===== src/pkg/hub_cfg_pkg.sv =====
// Register map, field layout and reset values of the hub configuration bank
package hub_cfg_pkg;

  localparam int ADDR_W = 8;
  localparam int DATA_W = 8;
  localparam int STR_MAX_CHARS = 31;
  localparam int STR_BYTES = 62;
  localparam int STR_IDX_W = 6;
  localparam int CHAR_IDX_W = 5;
  localparam int NUM_PORTS = 4;

  localparam logic [7:0] PRODUCT_LEN_ADDR = 8'h14;
  localparam logic [7:0] SERIAL_LEN_ADDR = 8'h15;
  localparam logic [7:0] PRODUCT_STR_FIRST = 8'h54;
  localparam logic [7:0] PRODUCT_STR_LAST = 8'h91;
  localparam logic [7:0] SERIAL_STR_FIRST = 8'h92;
  localparam logic [7:0] SERIAL_STR_LAST = 8'hCF;
  localparam logic [7:0] CHARGE_ENABLE_ADDR = 8'hD0;
  localparam logic [7:0] DRIVE_STRENGTH_ADDR = 8'hF6;

  localparam int CHARGE_LSB = 1;
  localparam int CHARGE_MSB = 4;
  localparam int DRIVE_LSB = 0;
  localparam int DRIVE_MSB = 1;

  localparam logic [7:0] LEN_RESET = 8'h00;
  localparam logic [7:0] BYTE_RESET = 8'h00;
  localparam logic [3:0] CHARGE_RESET = 4'h0;
  localparam logic [7:0] UNMAPPED_READ = 8'h00;
  localparam logic [4:0] MAX_CHARS_5 = 5'h1F;

  typedef enum logic [1:0] {
    DRIVE_NONE,
    DRIVE_LOW,
    DRIVE_MEDIUM,
    DRIVE_HIGH
  } drive_level_e;

  // True when addr lies within first..last inclusive
  function automatic logic in_region(input logic [7:0] addr, input logic [7:0] first,
                                     input logic [7:0] last);
    return (addr >= first) && (addr <= last);
  endfunction

  // Number of valid characters, limited to the string capacity
  function automatic logic [4:0] clamp_count(input logic [7:0] len);
    return (len > 8'(STR_MAX_CHARS)) ? MAX_CHARS_5 : len[4:0];
  endfunction

endpackage


===== src/rtl/string_store.sv =====
// One descriptor string held as 62 bytes with a character read port
`timescale 1ns/10ps
`default_nettype none
module string_store
  import hub_cfg_pkg::*;
#(
  parameter int BYTES = STR_BYTES
) (
  input wire logic clock,
  input wire logic reset,
  input wire logic wr_en,
  input wire logic [STR_IDX_W-1:0] wr_index,
  input wire logic [7:0] wr_data,
  input wire logic [STR_IDX_W-1:0] rd_index,
  output logic [7:0] rd_byte,
  input wire logic [7:0] length,
  input wire logic [CHAR_IDX_W-1:0] char_index,
  output logic [15:0] char_data,
  output logic char_valid,
  output logic [CHAR_IDX_W-1:0] char_count
);

  logic [7:0] mem_q [BYTES];
  logic [15:0] char_data_q;
  logic char_valid_q;
  logic [STR_IDX_W-1:0] lo_idx;
  logic [STR_IDX_W-1:0] hi_idx;

  always_ff @(posedge clock) begin
    if (reset) begin
      for (int i = 0; i < BYTES; i++) begin
        mem_q[i] <= BYTE_RESET;
      end
    end else if (wr_en && (int'(wr_index) < BYTES)) begin
      mem_q[wr_index] <= wr_data;
    end
  end

  assign rd_byte = (int'(rd_index) < BYTES) ? mem_q[rd_index] : UNMAPPED_READ;
  assign char_count = clamp_count(length);
  assign lo_idx = {char_index, 1'b0};
  assign hi_idx = {char_index, 1'b1};

  // Low byte at the even address, high byte at the next one
  always_ff @(posedge clock) begin
    if (reset) begin
      char_data_q <= 16'h0000;
      char_valid_q <= 1'b0;
    end else begin
      char_valid_q <= char_index < char_count;
      if (int'(hi_idx) < BYTES) begin
        char_data_q <= {mem_q[hi_idx], mem_q[lo_idx]};
      end else begin
        char_data_q <= 16'h0000;
      end
    end
  end

  assign char_data = char_data_q;
  assign char_valid = char_valid_q;

endmodule
`default_nettype wire


===== src/rtl/hub_string_charge_boost_cfg.sv =====
// Hub configuration bank: descriptor strings, charging enables, upstream drive
//
// Summary of operation
// Product string bytes live at 0x54-0x91
// Serial string bytes live at 0x92-0xCF
// Each string holds at most 31 characters
// Writer stores characters low byte first
// Bits 1-4 at 0xD0 enable port charging
// Reserved charge bits control no port
// Bits 1:0 at 0xF6 select upstream boost
// Writer should keep boost at zero; the bench writes every level 0-3 to 0xF6, then writes 0 back
// Length registers set valid character count
// Reserved bits ignored, read back zero
`timescale 1ns/10ps
`default_nettype none
module hub_string_charge_boost_cfg
  import hub_cfg_pkg::*;
(
  input wire logic clock,
  input wire logic reset,
  input wire logic cfg_write,
  input wire logic cfg_read,
  input wire logic [ADDR_W-1:0] cfg_addr,
  input wire logic [DATA_W-1:0] cfg_wdata,
  output logic [DATA_W-1:0] cfg_rdata,
  output logic cfg_rvalid,
  input wire logic [CHAR_IDX_W-1:0] product_char_index,
  output logic [15:0] product_char,
  output logic product_char_valid,
  output logic [CHAR_IDX_W-1:0] product_string_count,
  input wire logic [CHAR_IDX_W-1:0] serial_char_index,
  output logic [15:0] serial_char,
  output logic serial_char_valid,
  output logic [CHAR_IDX_W-1:0] serial_string_count,
  output logic [NUM_PORTS-1:0] charge_port_on,
  output logic [1:0] upstream_drive_level
);

  logic [7:0] product_string_length_q;
  logic [7:0] serial_string_length_q;
  logic [NUM_PORTS-1:0] charge_port_enable_q;
  drive_level_e upstream_drive_strength_q;
  logic [DATA_W-1:0] rdata_q;
  logic rvalid_q;
  logic [DATA_W-1:0] rd_mux;
  logic product_hit;
  logic serial_hit;
  logic [STR_IDX_W-1:0] product_idx;
  logic [STR_IDX_W-1:0] serial_idx;
  logic [7:0] product_rd_byte;
  logic [7:0] serial_rd_byte;
  logic [7:0] product_off;
  logic [7:0] serial_off;

  assign product_hit = in_region(cfg_addr, PRODUCT_STR_FIRST, PRODUCT_STR_LAST);
  assign serial_hit = in_region(cfg_addr, SERIAL_STR_FIRST, SERIAL_STR_LAST);
  assign product_off = cfg_addr - PRODUCT_STR_FIRST;
  assign serial_off = cfg_addr - SERIAL_STR_FIRST;
  assign product_idx = product_off[STR_IDX_W-1:0];
  assign serial_idx = serial_off[STR_IDX_W-1:0];

  string_store #(
    .BYTES(STR_BYTES)
  ) product_store (
    .clock(clock),
    .reset(reset),
    .wr_en(cfg_write && product_hit),
    .wr_index(product_idx),
    .wr_data(cfg_wdata),
    .rd_index(product_idx),
    .rd_byte(product_rd_byte),
    .length(product_string_length_q),
    .char_index(product_char_index),
    .char_data(product_char),
    .char_valid(product_char_valid),
    .char_count(product_string_count)
  );

  string_store #(
    .BYTES(STR_BYTES)
  ) serial_store (
    .clock(clock),
    .reset(reset),
    .wr_en(cfg_write && serial_hit),
    .wr_index(serial_idx),
    .wr_data(cfg_wdata),
    .rd_index(serial_idx),
    .rd_byte(serial_rd_byte),
    .length(serial_string_length_q),
    .char_index(serial_char_index),
    .char_data(serial_char),
    .char_valid(serial_char_valid),
    .char_count(serial_string_count)
  );

  // Length registers
  always_ff @(posedge clock) begin
    if (reset) begin
      product_string_length_q <= LEN_RESET;
      serial_string_length_q <= LEN_RESET;
    end else if (cfg_write) begin
      if (cfg_addr == PRODUCT_LEN_ADDR) begin
        product_string_length_q <= cfg_wdata;
      end
      if (cfg_addr == SERIAL_LEN_ADDR) begin
        serial_string_length_q <= cfg_wdata;
      end
    end
  end

  // Charging enables, only port bits stored
  always_ff @(posedge clock) begin
    if (reset) begin
      charge_port_enable_q <= CHARGE_RESET;
    end else if (cfg_write && (cfg_addr == CHARGE_ENABLE_ADDR)) begin
      charge_port_enable_q <= cfg_wdata[CHARGE_MSB:CHARGE_LSB];
    end
  end

  // Upstream drive strength, only the 2-bit field stored
  always_ff @(posedge clock) begin
    if (reset) begin
      upstream_drive_strength_q <= DRIVE_NONE;
    end else if (cfg_write && (cfg_addr == DRIVE_STRENGTH_ADDR)) begin
      upstream_drive_strength_q <= drive_level_e'(cfg_wdata[DRIVE_MSB:DRIVE_LSB]);
    end
  end

  assign charge_port_on = charge_port_enable_q;
  assign upstream_drive_level = upstream_drive_strength_q;

  // Read decode, reserved and unmapped bits read as zero
  always_comb begin
    rd_mux = UNMAPPED_READ;
    if (product_hit) begin
      rd_mux = product_rd_byte;
    end else if (serial_hit) begin
      rd_mux = serial_rd_byte;
    end else begin
      case (cfg_addr)
        PRODUCT_LEN_ADDR: rd_mux = product_string_length_q;
        SERIAL_LEN_ADDR: rd_mux = serial_string_length_q;
        CHARGE_ENABLE_ADDR: rd_mux = {3'h0, charge_port_enable_q, 1'b0};
        DRIVE_STRENGTH_ADDR: rd_mux = {6'h00, upstream_drive_strength_q};
        default: rd_mux = UNMAPPED_READ;
      endcase
    end
  end

  always_ff @(posedge clock) begin
    if (reset) begin
      rdata_q <= UNMAPPED_READ;
      rvalid_q <= 1'b0;
    end else begin
      rvalid_q <= cfg_read;
      if (cfg_read) begin
        rdata_q <= rd_mux;
      end
    end
  end

  assign cfg_rdata = rdata_q;
  assign cfg_rvalid = rvalid_q;
endmodule
`default_nettype wire


===== config.mk =====
export PLATFORM = sky130hd
export DESIGN_NAME = hub_string_charge_boost_cfg
export DESIGN_NICKNAME = d
export VERILOG_FILES = /design/src/pkg/hub_cfg_pkg.sv /design/src/rtl/string_store.sv /design/src/rtl/hub_string_charge_boost_cfg.sv
export SDC_FILE = /design/constraint.sdc
export NUM_CORES = 2
export LEC_CHECK = 0
export BUFFER_PORTS_ARGS = -buffer_cell sky130_fd_sc_hd__clkbuf_2
export CORE_MARGIN = 2
export CORE_UTILIZATION = 23
export CTS_CLUSTER_SIZE = 14
export DETAILED_ROUTE_END_ITERATION = 10
export PLACE_DENSITY = 0.46
export SKIP_CTS_REPAIR_TIMING = 1
export SYNTH_ARGS = -nofsm -noshare
export SYNTH_HDL_FRONTEND = slang
export SYNTH_SLANG_ARGS = --single-unit

===== constraint.sdc =====
create_clock -name clock -period 10.3 [get_ports clock]
set_input_delay 0.515 -clock clock [delete_from_list [all_inputs] [get_ports clock]]
set_output_delay 0.515 -clock clock [all_outputs]
set_load 0.05 [all_outputs]

==> qor.log <==
[floorplan] Core Area 254000 sq um
[drt] wire length per cell after detailed routing 28.8 um
[timing] final worst-path cycle share 0.533
[synthesis] synthesized area per cell 14.4 sq um
[cts] insertion delay to the later sink of the worst-skew pair 0.79 ns
[hold_path] instance count along the most critical hold path 3
[global_routing] total global-route track usage 0.163
[drt] DRC violation count after routing 0
[timing] worst slew margin relative to its limit 0.0825
[drt] WL final 216000 um
[placement] total of buffers placed on input and output ports 88
[timing] summed negative setup slack over all endpoints 0 ns
[synthesis] number of distinct library cell variants in the gate-level netlist after synthesis 68
[global_routing] most used routing layer in global routing met2
[floorplan] area of the die 259000 sq um
[cells_and_area] cell area after layout 66300 sq um
[critical_path] critical path data required time 10.81 ns
[placement] DP Area 62400 sq um
[global_routing] global routing usage on met1 0.222
[cts] CTS root buffer sky130_fd_sc_hd__clkbuf_16
[cells_and_area] fraction of final layout cells with drive strength greater than 1 0.244
[drt] initial drt markers 3795
[global_routing] overall overflow remaining after global route 0
[floorplan] count of standard-cell rows 185
[placement] GPL Wtd Cong 0.887
[placement] cell count after placement 7242
[timing] min setup slack post-route 4.81 ns
[critical_path] CP startpoint kind input port
[drt] vias per std cell 4.85
[critical_path] capture instance of the worst register-to-register path cfg_rdata[1]$_SDFFE_PP0P_
[synthesis] top cells by area in the synthesized netlist sky130_fd_sc_hd__edfxtp_1, sky130_fd_sc_hd__mux4_2, sky130_fd_sc_hd__and2_1
[floorplan] Initial Utilization 0.231
[critical_path] worst flop-to-flop path startpoint serial_store.mem_q[57][1]$_SDFFCE_PN0P_
[timing] clock tree skew after final layout 0.0343 ns
[floorplan] chip width 508 um
[critical_path] highest fanout seen on the critical path 30
[critical_path] path depth of the worst reg2reg path 7
[timing] Slew @ Worst Pin 1.34 ns
[drt] number of vias after detailed routing 36.3k
[synthesis] top_reg_cell synth sky130_fd_sc_hd__edfxtp_1
[hold_path] class of the most critical hold timing path in -> reg
[placement] DP Worst Slack 4.04 ns
[timing] minimum clock period 5.49 ns
[cts] maximum number of buffers from clock root to sink 3
[synthesis] Post-Syn Nets 4120
[timing] Pins Over Slew Limit 0
[floorplan] total I/O pin count 89
[placement] estimated wirelength of the detail-placed design 149000 um
[hold_path] Hold EP charge_port_on[3]$_SDFFE_PP0P_
[run] number of max-capacitance violations reported 0
[floorplan] die span in y 508 um
[cells_and_area] Filler cells 26.0k
[hold_path] min-delay src cfg_write
[global_routing] antenna violations before repair 17
[cells_and_area] final-stage net count 4045
[synthesis] synthesized area 58500 sq um
[timing] Max Freq 182 MHz
[timing] RSZ-0062 raised after global routing no
[cts] number of clock buffers inserted by TritonCTS 121
[cells_and_area] number of non-filler instances in the completed layout 7475
[synthesis] total of flip-flops plus latches after synthesis 1089
[global_routing] via count of the first global-routing pass 35.7k
[critical_path] setup slack of the worst register-to-register path 7.33 ns
[timing] hold violation count in the final report 0
[cts] CTS tree done
[cts] CTS H-tree lvls 3
[synthesis] part of the Yosys area used for sequential elements 0.548
[synthesis] number of flops mapped to enable cells by yosys 1024
[synthesis] largest area contributor in the netlist sky130_fd_sc_hd__edfxtp_1
[drt] TritonRoute pass-1 iters 6
[global_routing] met3 track demand over resource in global routing 0.0217
[cts] number of sinks handled by clock tree synthesis 1089
[synthesis] warnings from Yosys 0
[drt] final antenna-violating net count 0
[global_routing] met2 track demand over resource 0.266
[power_and_ir_drop] power density over the cells 165 nW/um^2
[synthesis] Synth Instances 4074
[synthesis] share of synthesized registers carrying an async set or reset 0
[run_status] run status complete, no violations
[critical_path] Setup Crit Path Kind in -> reg
[critical_path] endpoint type of the worst setup path register
[cells_and_area] growth of design area from synthesis to finish 13.2%
[cts] clock slew seen by the registers of the worst setup and hold paths 0.06 ns
[power_and_ir_drop] Peak VDD IR 0.152 mV
[critical_path] data arrival time of the critical path 5.99 ns
[timing] Setup Viol. Count Final 0
[global_routing] largest net degree at the start of global routing 119
[global_routing] wire length of the first global-routing pass 299000 um
[synthesis] top cell type's share of synthesized area 0.525
[power_and_ir_drop] Lkg Pwr 22.4 nW
==> layer usage <==
layer,share of wire,vias to the layer above
met5,0.00010,-
li1,-,15400
met1,0.43,19200
met3,0.053,286
met4,0.040,4
met2,0.48,1340
==> critical path: stages <==
cell                       delay, ns
sky130_fd_sc_hd__buf_4          0.23
sky130_fd_sc_hd__inv_1          0.25
sky130_fd_sc_hd__buf_4          0.37
sky130_fd_sc_hd__ha_1           0.59
sky130_fd_sc_hd__a21boi_1       0.37
sky130_fd_sc_hd__xnor2_1        0.12
sky130_fd_sc_hd__buf_4          0.19
sky130_fd_sc_hd__nor4_2         0.42
sky130_fd_sc_hd__a2111o_2       0.71
sky130_fd_sc_hd__buf_4          0.63
sky130_fd_sc_hd__or2_1          0.75
sky130_fd_sc_hd__nor2_1         0.30
sky130_fd_sc_hd__or2_2          0.45
==> synth_stat cells (6+ instances only) <==
cell / instances
sky130_fd_sc_hd__ha_1: 16
sky130_fd_sc_hd__nand2_1: 78
sky130_fd_sc_hd__o21ai_0: 51
sky130_fd_sc_hd__buf_1: 39
sky130_fd_sc_hd__inv_1: 15
sky130_fd_sc_hd__nor2b_1: 22
sky130_fd_sc_hd__o22a_1: 6
sky130_fd_sc_hd__nor3_1: 31
sky130_fd_sc_hd__buf_2: 77
sky130_fd_sc_hd__buf_4: 11
sky130_fd_sc_hd__o211ai_1: 10
sky130_fd_sc_hd__clkbuf_1: 223
sky130_fd_sc_hd__o2111ai_1: 7
sky130_fd_sc_hd__nor2_1: 179
sky130_fd_sc_hd__o221ai_1: 31
sky130_fd_sc_hd__nand2b_1: 10
sky130_fd_sc_hd__or2_2: 116
sky130_fd_sc_hd__a211oi_1: 51
sky130_fd_sc_hd__or2_1: 11
sky130_fd_sc_hd__edfxtp_1: 1024
sky130_fd_sc_hd__nand3_1: 24
sky130_fd_sc_hd__or3_1: 9
sky130_fd_sc_hd__and3_1: 18
sky130_fd_sc_hd__a2111oi_0: 18
sky130_fd_sc_hd__mux2i_1: 240
sky130_fd_sc_hd__and2_1: 995
sky130_fd_sc_hd__mux2_2: 20
sky130_fd_sc_hd__a21oi_1: 38
sky130_fd_sc_hd__dfxtp_1: 65
sky130_fd_sc_hd__a31oi_1: 7
sky130_fd_sc_hd__mux4_2: 471
sky130_fd_sc_hd__nor3_2: 40
sky130_fd_sc_hd__o22ai_1: 44
sky130_fd_sc_hd__nand4_1: 12
sky130_fd_sc_hd__nor2_8: 8
==> metrics by stage <==
step	total power, mW	hold WS, ns	utilization
floorplan	6.06	0.477	-
global placement	6.69	0.460	0.246
detailed placement	6.69	0.465	0.246
CTS	11.0	0.0638	0.261
global route	11.3	0.0964	0.261
finish	11.0	0.118	0.261
==> worst max path at each step <==
stage	endpoint	from	slack (ns)
final	serial_store.mem_q[47][0]$_SDFFCE_PN0P_	cfg_addr[2]	4.81
after global routing	serial_store.mem_q[23][0]$_SDFFCE_PN0P_	cfg_addr[2]	4.61
after CTS	serial_store.mem_q[23][1]$_SDFFCE_PN0P_	cfg_addr[2]	4.87
after detailed placement	serial_store.mem_q[47][4]$_SDFFCE_PN0P_	cfg_addr[2]	4.04
after global placement	serial_store.mem_q[47][2]$_SDFFCE_PN0P_	cfg_addr[2]	4.13
after floorplan	serial_store.mem_q[23][0]$_SDFFCE_PN0P_	cfg_addr[2]	5.83
==> power breakdown <==
part           internal [mW]  switching (mW)  total (mW)  leakage [nW]
clock network           2.46            1.89        4.35          1.91
registers               5.06           0.173        5.23          10.2
logic                  0.496           0.879        1.38          10.3
total                   8.02            2.94        11.0          22.4
==> sequential cells by signal, summed over array words and instances (netlist names), 4 cells and up <==
name / count
product_store.mem_q: 512
serial_store.mem_q: 512
product_char: 16
serial_char: 16
cfg_rdata: 8
product_string_length_q: 8
serial_string_length_q: 8
charge_port_on: 4
==> cell families (layout without fill, tap and decap cells) <==
logic type,after synthesis,in the layout,share of synthesized area
AND/OR/NAND/NOR,1568,1568,0.161
flip-flops,1089,1089,0.548
multiplexers,731,731,0.226
buffers and inverters,368,395,0.0262
AO/OA/AOI/OAI,298,298,0.0355
adder cells (fa/ha/maj),16,16,0.00342
XOR/XNOR,4,4,0.000727
other,0,8,0
==> cell usage in the layout (no fill, tap or decap), types with 8 or more instances in the layout <==
master                      instances
sky130_fd_sc_hd__edfxtp_1        1024
sky130_fd_sc_hd__and2_1           995
sky130_fd_sc_hd__mux4_2           471
sky130_fd_sc_hd__mux2i_1          240
sky130_fd_sc_hd__nor2_1           179
sky130_fd_sc_hd__clkbuf_16        124
sky130_fd_sc_hd__or2_2            116
sky130_fd_sc_hd__buf_4             74
sky130_fd_sc_hd__nand2_1           72
sky130_fd_sc_hd__clkbuf_2          72
sky130_fd_sc_hd__dfxtp_1           65
sky130_fd_sc_hd__o21ai_0           51
sky130_fd_sc_hd__a211oi_1          51
sky130_fd_sc_hd__o22ai_1           44
sky130_fd_sc_hd__nor3_2            40
sky130_fd_sc_hd__a21oi_1           38
sky130_fd_sc_hd__nor3_1            31
sky130_fd_sc_hd__o221ai_1          31
sky130_fd_sc_hd__clkbuf_1          30
sky130_fd_sc_hd__clkinv_1          26
sky130_fd_sc_hd__nand3_1           24
sky130_fd_sc_hd__mux2_2            20
sky130_fd_sc_hd__clkinv_2          20
sky130_fd_sc_hd__nor2b_1           19
sky130_fd_sc_hd__a2111oi_0         18
sky130_fd_sc_hd__and3_1            18
sky130_fd_sc_hd__inv_1             15
sky130_fd_sc_hd__ha_1              14
sky130_fd_sc_hd__nand4_1           12
sky130_fd_sc_hd__or2_1             11
sky130_fd_sc_hd__o211ai_1          10
sky130_fd_sc_hd__or3_1              9
sky130_fd_sc_hd__nand2b_1           9
sky130_fd_sc_hd__diode_2            8
sky130_fd_sc_hd__nor2_8             8
sky130_fd_sc_hd__clkbuf_8           8
sky130_fd_sc_hd__bufinv_16          8
==> final cells by class <==
type	instances	area, sq um	share of cell area
well taps	3366	4210	0.0635
flip-flops and latches	1089	32100	0.484
diodes	8	20.0	0.000302
repair buffers	154	1050	0.0158
inverters	16	60.1	0.000906
multi-input cells	2617	25000	0.377
clock inverters	60	528	0.00797
clock buffers	165	3350	0.0505
Power figures use the tool's default switching activity.
